==> src/inc/sqa_pkg.sv <==
`default_nettype none
package sqa_pkg;
	localparam int ADDR_W = 20;
	localparam int DATA_W = 8;
	localparam int NCH = 4;

	// register offsets
	localparam logic [ADDR_W-1:0] OFF_RX_SYNC_LOCK  = 20'h3_0800;
	localparam logic [ADDR_W-1:0] OFF_LOOP_ALIGN    = 20'h3_0801;
	localparam logic [ADDR_W-1:0] OFF_REALIGN_MC    = 20'h3_0810;
	localparam logic [ADDR_W-1:0] OFF_SYNC_MODE     = 20'h3_0811;
	localparam logic [ADDR_W-1:0] OFF_RESYNC_LINK   = 20'h3_0820;
	localparam logic [ADDR_W-1:0] OFF_LINK_SM_SEL   = 20'h3_0821;

	// reset values
	localparam logic [DATA_W-1:0] RST_REG = 8'h00;

	// field positions
	localparam int LO_NIB = 0;
	localparam int HI_NIB = 4;
	localparam int BIT_PAIR_AB = 4;
	localparam int BIT_PAIR_CD = 5;
	localparam int BIT_GROUP = 6;
	localparam int BIT_XAUI = 7;

	// sync mode encodings
	localparam logic [1:0] SYNC_NONE = 2'h0;
	localparam logic [1:0] SYNC_QUAD = 2'h1;
	localparam logic [1:0] SYNC_TWIN = 2'h2;
	localparam logic [1:0] SYNC_UNDEF = 2'h3;

	typedef enum logic [3:0] {
		SQA_GRP_NONE = 4'b0001,
		SQA_GRP_TWIN = 4'b0010,
		SQA_GRP_QUAD = 4'b0100,
		SQA_GRP_BAD  = 4'b1000
	} sqa_group_e;
endpackage : sqa_pkg
`default_nettype wire

==> src/inc/sqa_edge_if.sv <==
`timescale 1ns/1ps
`default_nettype none
interface sqa_edge_if;
	logic [sqa_pkg::DATA_W-1:0] level;
	logic [sqa_pkg::DATA_W-1:0] rise;
	modport src (output level, input rise);
	modport det (input level, output rise);
endinterface : sqa_edge_if
`default_nettype wire

==> src/rtl/sqa_ctrl.sv <==
// The implementer's own choice: the address-and-strobe port.
`timescale 1ns/1ps
`default_nettype none
// Notes on behaviour
// - byte sync enabled per channel only while its enable bit is one
// - lock select zero locks pll to reference, one locks to data
// - lock indicator forced to zero while lock select is zero
// - loopback bit routes channel transmitter into its own receiver
// - register loopback turns off the channel's serial output
// - word align disable bit stops receiver word alignment
// - realign rising edge realigns once on next comma
// - channel joins multichannel alignment only while participate bit set
// - two-bit sync mode: 00 none, 10 twin, 01 quad, 11 undefined
// - single-lane resync rising edge resets channel buffer pointers
// - bit 4 rise resyncs pair a-b, bit 5 rise resyncs pair c-d
// - bit 6 rise resyncs all four channels together
// - xaui select forces xaui link machine, per-channel selects ignored
// - every control bit clears to zero on reset
module sqa_ctrl (
	input  wire logic                        ref_clk,
	input  wire logic                        srst,
	input  wire logic [sqa_pkg::ADDR_W-1:0]  addr,
	input  wire logic [sqa_pkg::DATA_W-1:0]  wdata,
	input  wire logic                        wr_stb,
	input  wire logic                        rd_stb,
	output logic      [sqa_pkg::DATA_W-1:0]  rdata,
	input  wire logic [3:0]                  pll_locked,
	output logic      [3:0]                  byte_sync_enable,
	output logic      [3:0]                  rx_pll_lock_select,
	output logic      [3:0]                  lock_indicator,
	output logic      [3:0]                  serial_loopback_enable,
	output logic      [3:0]                  tx_serial_out_enable,
	output logic      [3:0]                  word_align_disable,
	output logic      [3:0]                  word_realign_pulse,
	output logic      [3:0]                  multichan_align_participate,
	output logic      [7:0]                  multichan_sync_select,
	output logic      [3:0]                  grp_none,
	output logic      [3:0]                  grp_twin,
	output logic      [3:0]                  grp_quad,
	output logic      [3:0]                  ptr_reset_pulse,
	output logic      [3:0]                  xaui_sm_use
);
	logic [7:0] r0_r;
	logic [7:0] r1_r;
	logic [7:0] r2_r;
	logic [7:0] r3_r;
	logic [7:0] r4_r;
	logic [3:0] lsm_r;
	logic [7:0] rdata_nxt;
	logic [3:0] sync_en_r;
	logic [3:0] lock_sel_r;
	logic [3:0] lki_r;
	logic [3:0] loop_r;
	logic [3:0] txoe_r;
	logic [3:0] nowd_r;
	logic [3:0] realign_r;
	logic [3:0] part_r;
	logic [7:0] smode_r;
	logic [3:0] gnone_r;
	logic [3:0] gtwin_r;
	logic [3:0] gquad_r;
	logic [3:0] ptr_r;
	logic [3:0] xaui_r;

	// address decode
	wire hit0 = addr == sqa_pkg::OFF_RX_SYNC_LOCK;
	wire hit1 = addr == sqa_pkg::OFF_LOOP_ALIGN;
	wire hit2 = addr == sqa_pkg::OFF_REALIGN_MC;
	wire hit3 = addr == sqa_pkg::OFF_SYNC_MODE;
	wire hit4 = addr == sqa_pkg::OFF_RESYNC_LINK;
	wire hit5 = addr == sqa_pkg::OFF_LINK_SM_SEL;

	// edge detection on realign and resync bits
	sqa_edge_if rl_if ();
	sqa_edge_if rs_if ();
	assign rl_if.level = r2_r;
	assign rs_if.level = r4_r;
	sqa_edge_det u_rl_edge (
		.ref_clk (ref_clk),
		.srst    (srst),
		.e       (rl_if.det)
	);
	sqa_edge_det u_rs_edge (
		.ref_clk (ref_clk),
		.srst    (srst),
		.e       (rs_if.det)
	);

	wire [3:0] realign_rise = rl_if.rise[3:0];
	wire       pair_ab      = rs_if.rise[sqa_pkg::BIT_PAIR_AB];
	wire       pair_cd      = rs_if.rise[sqa_pkg::BIT_PAIR_CD];
	wire       group_rs     = rs_if.rise[sqa_pkg::BIT_GROUP];
	wire [3:0] resync_all   = rs_if.rise[3:0]
		| {pair_cd, pair_cd, pair_ab, pair_ab}
		| {4{group_rs}};
	wire       xaui_q       = r4_r[sqa_pkg::BIT_XAUI];
	wire [3:0] xaui_nxt     = xaui_q ? 4'hF : lsm_r;

	// register fields, channel a in the lowest bit of each nibble
	wire [3:0] fld_sync_en  = r0_r[sqa_pkg::LO_NIB +: 4];
	wire [3:0] fld_lock_sel = r0_r[sqa_pkg::HI_NIB +: 4];
	wire [3:0] fld_loop     = r1_r[sqa_pkg::LO_NIB +: 4];
	wire [3:0] fld_nowd     = r1_r[sqa_pkg::HI_NIB +: 4];
	wire [3:0] fld_part     = r2_r[sqa_pkg::HI_NIB +: 4];
	// serial output is off whenever register loopback is on
	wire [3:0] txoe_nxt     = ~fld_loop;

	// read mux; unmapped addresses read zero
	assign rdata_nxt = hit0 ? r0_r :
		hit1 ? r1_r :
		hit2 ? r2_r :
		hit3 ? r3_r :
		hit4 ? r4_r :
		hit5 ? {4'h0, lsm_r} : 8'h00;

	// per-channel decode, channel i at bit i / pair 2i
	logic [3:0] gn_nxt;
	logic [3:0] gt_nxt;
	logic [3:0] gq_nxt;
	logic [3:0] lki_nxt;
	genvar i;
	generate
		for (i = 0; i < sqa_pkg::NCH; i++) begin : g_ch
			wire [1:0] m = r3_r[2*i +: 2];
			sqa_pkg::sqa_group_e grp;
			// code 11 is undefined and selects no grouping at all
			always_comb begin
				unique case (m)
					sqa_pkg::SYNC_NONE:  grp = sqa_pkg::SQA_GRP_NONE;
					sqa_pkg::SYNC_TWIN:  grp = sqa_pkg::SQA_GRP_TWIN;
					sqa_pkg::SYNC_QUAD:  grp = sqa_pkg::SQA_GRP_QUAD;
					sqa_pkg::SYNC_UNDEF: grp = sqa_pkg::SQA_GRP_BAD;
				endcase
			end
			assign gn_nxt[i] = grp == sqa_pkg::SQA_GRP_NONE;
			assign gt_nxt[i] = grp == sqa_pkg::SQA_GRP_TWIN;
			assign gq_nxt[i] = grp == sqa_pkg::SQA_GRP_QUAD;
			// lock indicator only meaningful when locked to data
			assign lki_nxt[i] = r0_r[sqa_pkg::HI_NIB + i] & pll_locked[i];
		end
	endgenerate

	// write enables, one per register; unmapped addresses hit none
	wire we0 = wr_stb && hit0;
	wire we1 = wr_stb && hit1;
	wire we2 = wr_stb && hit2;
	wire we3 = wr_stb && hit3;
	wire we4 = wr_stb && hit4;
	wire we5 = wr_stb && hit5;

	// five control registers, all cleared by reset
	always_ff @(posedge ref_clk) begin
		if (srst) begin
			r0_r <= sqa_pkg::RST_REG;
		end else if (we0) begin
			r0_r <= wdata;
		end
	end

	always_ff @(posedge ref_clk) begin
		if (srst) begin
			r1_r <= sqa_pkg::RST_REG;
		end else if (we1) begin
			r1_r <= wdata;
		end
	end

	always_ff @(posedge ref_clk) begin
		if (srst) begin
			r2_r <= sqa_pkg::RST_REG;
		end else if (we2) begin
			r2_r <= wdata;
		end
	end

	always_ff @(posedge ref_clk) begin
		if (srst) begin
			r3_r <= sqa_pkg::RST_REG;
		end else if (we3) begin
			r3_r <= wdata;
		end
	end

	always_ff @(posedge ref_clk) begin
		if (srst) begin
			r4_r <= sqa_pkg::RST_REG;
		end else if (we4) begin
			r4_r <= wdata;
		end
	end

	// per-channel link machine selects, one nibble at the spare offset
	always_ff @(posedge ref_clk) begin
		if (srst) begin
			lsm_r <= 4'h0;
		end else if (we5) begin
			lsm_r <= wdata[3:0];
		end
	end

	// read data stand for the one cycle after the strobe, zero otherwise
	always_ff @(posedge ref_clk) begin
		if (srst) begin
			rdata <= sqa_pkg::RST_REG;
		end else begin
			rdata <= rd_stb ? rdata_nxt : 8'h00;
		end
	end

	// output flops, one per field
	always_ff @(posedge ref_clk) begin
		if (srst) begin
			sync_en_r <= 4'h0;
		end else begin
			sync_en_r <= fld_sync_en;
		end
	end

	always_ff @(posedge ref_clk) begin
		if (srst) begin
			lock_sel_r <= 4'h0;
		end else begin
			lock_sel_r <= fld_lock_sel;
		end
	end

	// lock indicator reads zero while locked to the reference clock
	always_ff @(posedge ref_clk) begin
		if (srst) begin
			lki_r <= 4'h0;
		end else begin
			lki_r <= lki_nxt;
		end
	end

	always_ff @(posedge ref_clk) begin
		if (srst) begin
			loop_r <= 4'h0;
		end else begin
			loop_r <= fld_loop;
		end
	end

	// serial output held off during reset, safe before state is known
	always_ff @(posedge ref_clk) begin
		if (srst) begin
			txoe_r <= 4'h0;
		end else begin
			txoe_r <= txoe_nxt;
		end
	end

	always_ff @(posedge ref_clk) begin
		if (srst) begin
			nowd_r <= 4'h0;
		end else begin
			nowd_r <= fld_nowd;
		end
	end

	// one pulse per rising edge of a realign bit
	always_ff @(posedge ref_clk) begin
		if (srst) begin
			realign_r <= 4'h0;
		end else begin
			realign_r <= realign_rise;
		end
	end

	always_ff @(posedge ref_clk) begin
		if (srst) begin
			part_r <= 4'h0;
		end else begin
			part_r <= fld_part;
		end
	end

	always_ff @(posedge ref_clk) begin
		if (srst) begin
			smode_r <= 8'h00;
		end else begin
			smode_r <= r3_r;
		end
	end

	// mode fields clear to 00, so reset already reads as no grouping
	always_ff @(posedge ref_clk) begin
		if (srst) begin
			gnone_r <= 4'hF;
		end else begin
			gnone_r <= gn_nxt;
		end
	end

	always_ff @(posedge ref_clk) begin
		if (srst) begin
			gtwin_r <= 4'h0;
		end else begin
			gtwin_r <= gt_nxt;
		end
	end

	always_ff @(posedge ref_clk) begin
		if (srst) begin
			gquad_r <= 4'h0;
		end else begin
			gquad_r <= gq_nxt;
		end
	end

	// pulse resets the channel's buffer write and read pointers
	always_ff @(posedge ref_clk) begin
		if (srst) begin
			ptr_r <= 4'h0;
		end else begin
			ptr_r <= resync_all;
		end
	end

	// quad xaui select overrides every per-channel link machine select
	always_ff @(posedge ref_clk) begin
		if (srst) begin
			xaui_r <= 4'h0;
		end else begin
			xaui_r <= xaui_nxt;
		end
	end

	assign byte_sync_enable            = sync_en_r;
	assign rx_pll_lock_select          = lock_sel_r;
	assign lock_indicator              = lki_r;
	assign serial_loopback_enable      = loop_r;
	assign tx_serial_out_enable        = txoe_r;
	assign word_align_disable          = nowd_r;
	assign word_realign_pulse          = realign_r;
	assign multichan_align_participate = part_r;
	assign multichan_sync_select       = smode_r;
	assign grp_none                    = gnone_r;
	assign grp_twin                    = gtwin_r;
	assign grp_quad                    = gquad_r;
	assign ptr_reset_pulse             = ptr_r;
	assign xaui_sm_use                 = xaui_r;
endmodule : sqa_ctrl
`default_nettype wire

==> src/rtl/sqa_edge_det.sv <==
`timescale 1ns/1ps
`default_nettype none
module sqa_edge_det (
	input  wire logic ref_clk,
	input  wire logic srst,
	sqa_edge_if.det   e
);
	logic [sqa_pkg::DATA_W-1:0] prev_r;

	// prev clears with the control registers, so no edge follows reset
	assign e.rise = e.level & ~prev_r;

	always_ff @(posedge ref_clk) begin
		if (srst) begin
			prev_r <= sqa_pkg::RST_REG;
		end else begin
			prev_r <= e.level;
		end
	end
endmodule : sqa_edge_det
`default_nettype wire

==> config.mk <==
export PLATFORM = sky130hd
export DESIGN_NAME = sqa_ctrl
export DESIGN_NICKNAME = d
export VERILOG_FILES = /design/src/inc/sqa_pkg.sv /design/src/inc/sqa_edge_if.sv /design/src/rtl/sqa_ctrl.sv /design/src/rtl/sqa_edge_det.sv
export SDC_FILE = /design/constraint.sdc
export NUM_CORES = 1
export LEC_CHECK = 0
export BUFFER_PORTS_ARGS = -buffer_cell sky130_fd_sc_hd__buf_2
export CAP_MARGIN = 10
export CORE_MARGIN = 2
export CORE_UTILIZATION = 45
export DETAILED_ROUTE_END_ITERATION = 10
export GPL_ROUTABILITY_DRIVEN = 0
export GPL_TIMING_DRIVEN = 0
export PLACE_DENSITY = 0.73
export REMOVE_ABC_BUFFERS = 1
export SYNTH_ARGS = -nofsm -noshare
export SYNTH_HDL_FRONTEND = slang
export SYNTH_HIERARCHICAL = 1
export SYNTH_SLANG_ARGS = --single-unit
==> constraint.sdc <==
create_clock -name ref_clk -period 2 [get_ports ref_clk]
set_input_delay 0.2 -clock ref_clk [delete_from_list [all_inputs] [get_ports ref_clk]]
set_output_delay 0.2 -clock ref_clk [all_outputs]
set_load 0.02 [all_outputs]
# Word-level counts from Yosys, hierarchy flattened
# Cells that the tools add are included.
[op_classes] muxes=11 n_div=0 bitwise_logic=12 shift=0 n_addsub=0 n_reduce_logical=11 multipliers=0 eq_ne=30 magnitude_cmp=0
[op_table] cell="$eq 20x18->1 const B" count=6
[op_table] cell="$pmux 4 s4" count=4
[op_table] cell="$mux 8" count=5
[op_table] cell="$eq 2x2->1 const B" count=8
[op_table] cell="$eq 4x1->1 const B" count=4
[op_table] cell="$eq 4x2->1 const B" count=4
[op_table] cell="$eq 4x3->1 const B" count=4
[op_table] cell="$eq 2x1->1 const B" count=4
[op_table] cell="$logic_not 2->1" count=4
[op_table] cell="$mux 4" count=2
[op_table] cell="$not 4->4" count=2
[op_table] cell="$or 4x4->4" count=2
[op_table] cell="$and 7x7->7" count=1
[op_table] cell="$not 7->7" count=1
[op_table] cell="$logic_and 1x1->1" count=6
[op_table] cell="$and 1x1->1" count=4
[op_table] cell="$and 4x4->4" count=1
[op_table] cell="$reduce_or 2->1" count=1
[op_table] cell="$not 1->1" count=1
[totals] reg_bits=123 rom_bits=0 latch_bits=0 wordCells=87 n_memories=0 inputBits=36 ramBits=0

# Longest topological paths before layout
[logic_depth] word_depth=7 ltp_mapped=7 depth_no_buf=5

# Modules after synthesis
# Netlist, hierarchy kept.
[by_module_without_submodules] mod="sqa_ctrl" instances=1 area_each_um2=4170.2 cells_per_inst=388
[by_module_without_submodules] mod="sqa_edge_det" instances=2 area_each_um2=260.2 cells_per_inst=24

# Least setup slack after synthesis
# OpenSTA, ideal clock, no wires.
[synth_timing] path_kind="input -> register" from="input addr[9] in the netlist's numbering" to="register r1_r[0]" path_slack_ns=0.244 required_time_ns=1.885 path_stages=5 arrival_time_ns=1.641 n_path_buf=0 cell_sequence="nor4b_4 > nand3b_4 > nor4_4 > mux2i_1 > nor2_2"
[synth_via] elab_chain_cells=2
[synth_rtl] element="from (decl)" line="sqa_ctrl.sv:22" text="input wire logic [sqa_pkg::ADDR_W-1:0] addr,"
[synth_rtl] element="$eq 20x18->1" line="sqa_ctrl.sv:67" text="wire hit1 = addr == sqa_pkg::OFF_LOOP_ALIGN;"
[synth_rtl] element="$logic_and 1x1->1" line="sqa_ctrl.sv:145" text="wire we1 = wr_stb && hit1;"
[synth_rtl] element="to (signal assigned)" line="sqa_ctrl.sv:162" text="r1_r <= sqa_pkg::RST_REG;"
[synth_rtl] element="to (signal assigned)" line="sqa_ctrl.sv:164" text="r1_r <= wdata;"
[synth_rtl] element="to (decl)" line="sqa_ctrl.sv:44" text="logic [7:0] r1_r;"
# Every way passes these cells.
# A chain may end at the register's enable or synchronous reset.

# Final worst setup path
[layout_timing] from="input addr[9] in the netlist's numbering" to="register r3_r[3]"
[layout_via] elab_chain_cells=2
[layout_rtl] element="$eq 20x18->1" line="sqa_ctrl.sv:69" text="wire hit3 = addr == sqa_pkg::OFF_SYNC_MODE;"
[layout_rtl] element="$logic_and 1x1->1" line="sqa_ctrl.sv:147" text="wire we3 = wr_stb && hit3;"
[layout_rtl] element="to (signal assigned)" line="sqa_ctrl.sv:178" text="r3_r <= sqa_pkg::RST_REG;"
[layout_rtl] element="to (signal assigned)" line="sqa_ctrl.sv:180" text="r3_r <= wdata;"
[layout_rtl] element="to (decl)" line="sqa_ctrl.sv:46" text="logic [7:0] r3_r;"
# Every way passes these cells.

==> results.py <==
metrics = {
    "grt": {
        "grt_max_degree": 64,
        "antenna_found_initial": 0,
        "overflow": 0,
        "use_met3_pct": 5.58,
        "grt_pass1_wl_um": 16200,
        "grt-busiest-layer": "met2",
        "grt_use_total_pct": 18.8,
        "grt_pass1_vias": 3249,
        "met1_usage_pct": 23.8,
        "grt_util_met2_pct": 29.9,
    },
    "floorplan": {
        "fp.dieArea_sq_um": 10900,
        "die_height_um": 104,
        "rows": 36,
        "start_util_pct": 46.3,
        "io_pins": 104,
        "die_w_um": 104,
        "core_sq_um": 9770,
    },
    "min_path": {
        "hold_path.class": "in -> reg",
    },
    "setup_path": {
        "cp-start-kind": "primary input",
        "arrival_ns": 2.24,
        "timing.rr.start": "r1_r[1]",
        "startpoint": "addr[9]",
        "worstPathRequired_ns": 2.39,
        "cp_max_fo": 8,
        "r2r_end": "rdata[1]",
        "critical_path.endpoint_type": "register",
        "crit_end": "r3_r[3]",
        "r2r_slack_ns": 0.71,
        "timing.setup.critical_path_class": "in -> reg",
        "r2r_cells": 4,
    },
    "power": {
        "p_leak_nw": 2.63,
        "clkPwrFrac_pct": 53.0,
        "p_per_area_nw_per_um2": 978,
        "power_switching_share_pct": 20.7,
        "pwr-share-comb_pct": 3.4,
        "p_seq_share_pct": 43.7,
        "power_report.internal_total_mw": 4.46,
        "p_total_mw": 5.63,
        "switchingPower_mw": 1.16,
        "max-vdd-ir-drop_mv": 0.583,
    },
    "sta": {
        "setup_viol": 0,
        "finalHoldViolCount": 0,
        "drv_slew": 0,
        "slew_headroom_pct": 35.8,
        "finalCritPeriodShare_pct": 92.6,
        "fin_worst_skew_ns": 0.00562,
        "rsz0062_at_grt": "false",
        "fmax_mhz": 540,
        "worstMarginPinSlew_ns": 0.956,
        "fin_crit_ns": 1.85,
    },
    "placed_design": {
        "place.port_buffers": 103,
        "dp_hpwl_um": 6560,
        "dp.cells": 639,
    },
    "clocking": {
        "cts_tree": "yes",
        "clk_latency_ns": 0.51,
        "clk_path_buf_depth": 2,
        "clk_pin_slew_ns": 0.05,
        "clockRootBuffer": "clkbuf_8",
        "cts_resized": 0,
        "hold_buffers": 7,
        "numCtsBuffers": 17,
        "post-cts-setup-buffers": 0,
        "htreeDepth": 4,
        "cts_sinks": 123,
    },
    "route": {
        "vias_per_cell": 4.97,
        "drc": 0,
        "num_vias": 3368,
        "drt_wl_total_um": 10000,
        "first_pass_iters": 4,
        "ant_nets": 0,
        "wl_per_cell_um": 14.8,
        "dr.first_iter.drc_count": 156,
    },
    "cells_and_area": {
        "final_cells": 678,
        "final_common_cell": "dfxtp_1",
        "n_antenna_cell": 0,
        "final_layout_size_suffix_gt1_share_pct": 30.3,
        "area.growth.synth_to_final_pct": 27.0,
        "nNetsFinal": 568,
        "most-common-layout-cells": "123 x dfxtp_1, 102 x buf_2, 66 x nor2b_1, 52 x nor2_1, 48 x mux2i_1",
    },
    "yosys": {
        "yosysWarnings": 6,
        "syn_avg_cell_area_sq_um": 10.8,
        "synth_cells": 421,
        "syn_area_sq_um": 4530,
    },
    "run_status": {
        "status": "finished clean",
    },
    "job": {
        "max_cap_violations": 0,
    },
}
-- final cells by class --
cell class / count / area [sq um]
clock buffer: 23 / 487
clock inverter: 9 / 110
fill: 848 / 4020
inverter: 4 / 15.0
multi-input combinational: 275 / 1900
sequential: 123 / 2460
tap: 133 / 166
timing repair buffer: 111 / 616
-- worst min path at each step --
stage	startpoint	endpoint	slack, ns	depth (start not counted)
4_1_cts	wdata[1]	r0_r[1]	0.0006	3
3_5_place_dp	pll_locked[3]	lock_indicator[3]	0.41	2
6_report	wdata[1]	r0_r[1]	0.02	3
2_1_floorplan	srst	tx_serial_out_enable[0]	0.27	1
3_3_place_gp	pll_locked[0]	lock_indicator[0]	0.40	2
5_1_grt	wdata[2]	lsm_r[2]	0.02	3
-- critical path, stage by stage --
cell and delay [ns]:
buf_2 0.12, nor4b_4 0.45, nand3b_4 0.21, nor4_4 0.89
mux2i_1 0.31, nor2_2 0.04
-- metal layers --
| metal | vias up | share of wire (%) |
|---|---|---|
| li1 | 1650 | - |
| met1 | 1608 | 45 |
| met2 | 96 | 48 |
| met3 | 14 | 5.2 |
| met4 | 0 | 1.8 |
| met5 | - | 0 |
-- power groups by stage --
stage	registers, mW	clock network (mW)	logic, mW
global placement	2.51	0	0.164
finish	2.46	2.98	0.188
detailed placement	2.51	0	0.175
global route	2.46	3.14	0.202
floorplan	2.51	0	0.0495
CTS	2.46	3.04	0.187
-- through the flow --
stage / hold WS (ns) / TNS [ns] / instance area (sq um) / setup WS, ns / util (%)
2_1_floorplan: 0.267 / 0 / 4370 / 0.244 / -
3_3_place_gp: 0.401 / -11.97 / 5050 / -0.514 / 51.7
3_5_place_dp: 0.407 / -6.88 / 5080 / -0.340 / 52.0
4_1_cts: 0.000570 / 0 / 5750 / 0.188 / 58.8
5_1_grt: 0.0157 / 0 / 5750 / 0.0781 / 58.8
6_report: 0.0229 / 0 / 5750 / 0.148 / 58.8
-- sequential cells by signal (all words and copies together), names as in the netlist, 7 cells and up --
| register | count |
|---|---|
| r4_r | 8 |
| r1_r | 8 |
| r2_r | 8 |
| r0_r | 8 |
| u_rs_edge/prev_r | 7 |
| r3_r | 8 |
| rdata | 8 |
| multichan_sync_select | 8 |
(Power assumes the default switching activity.)
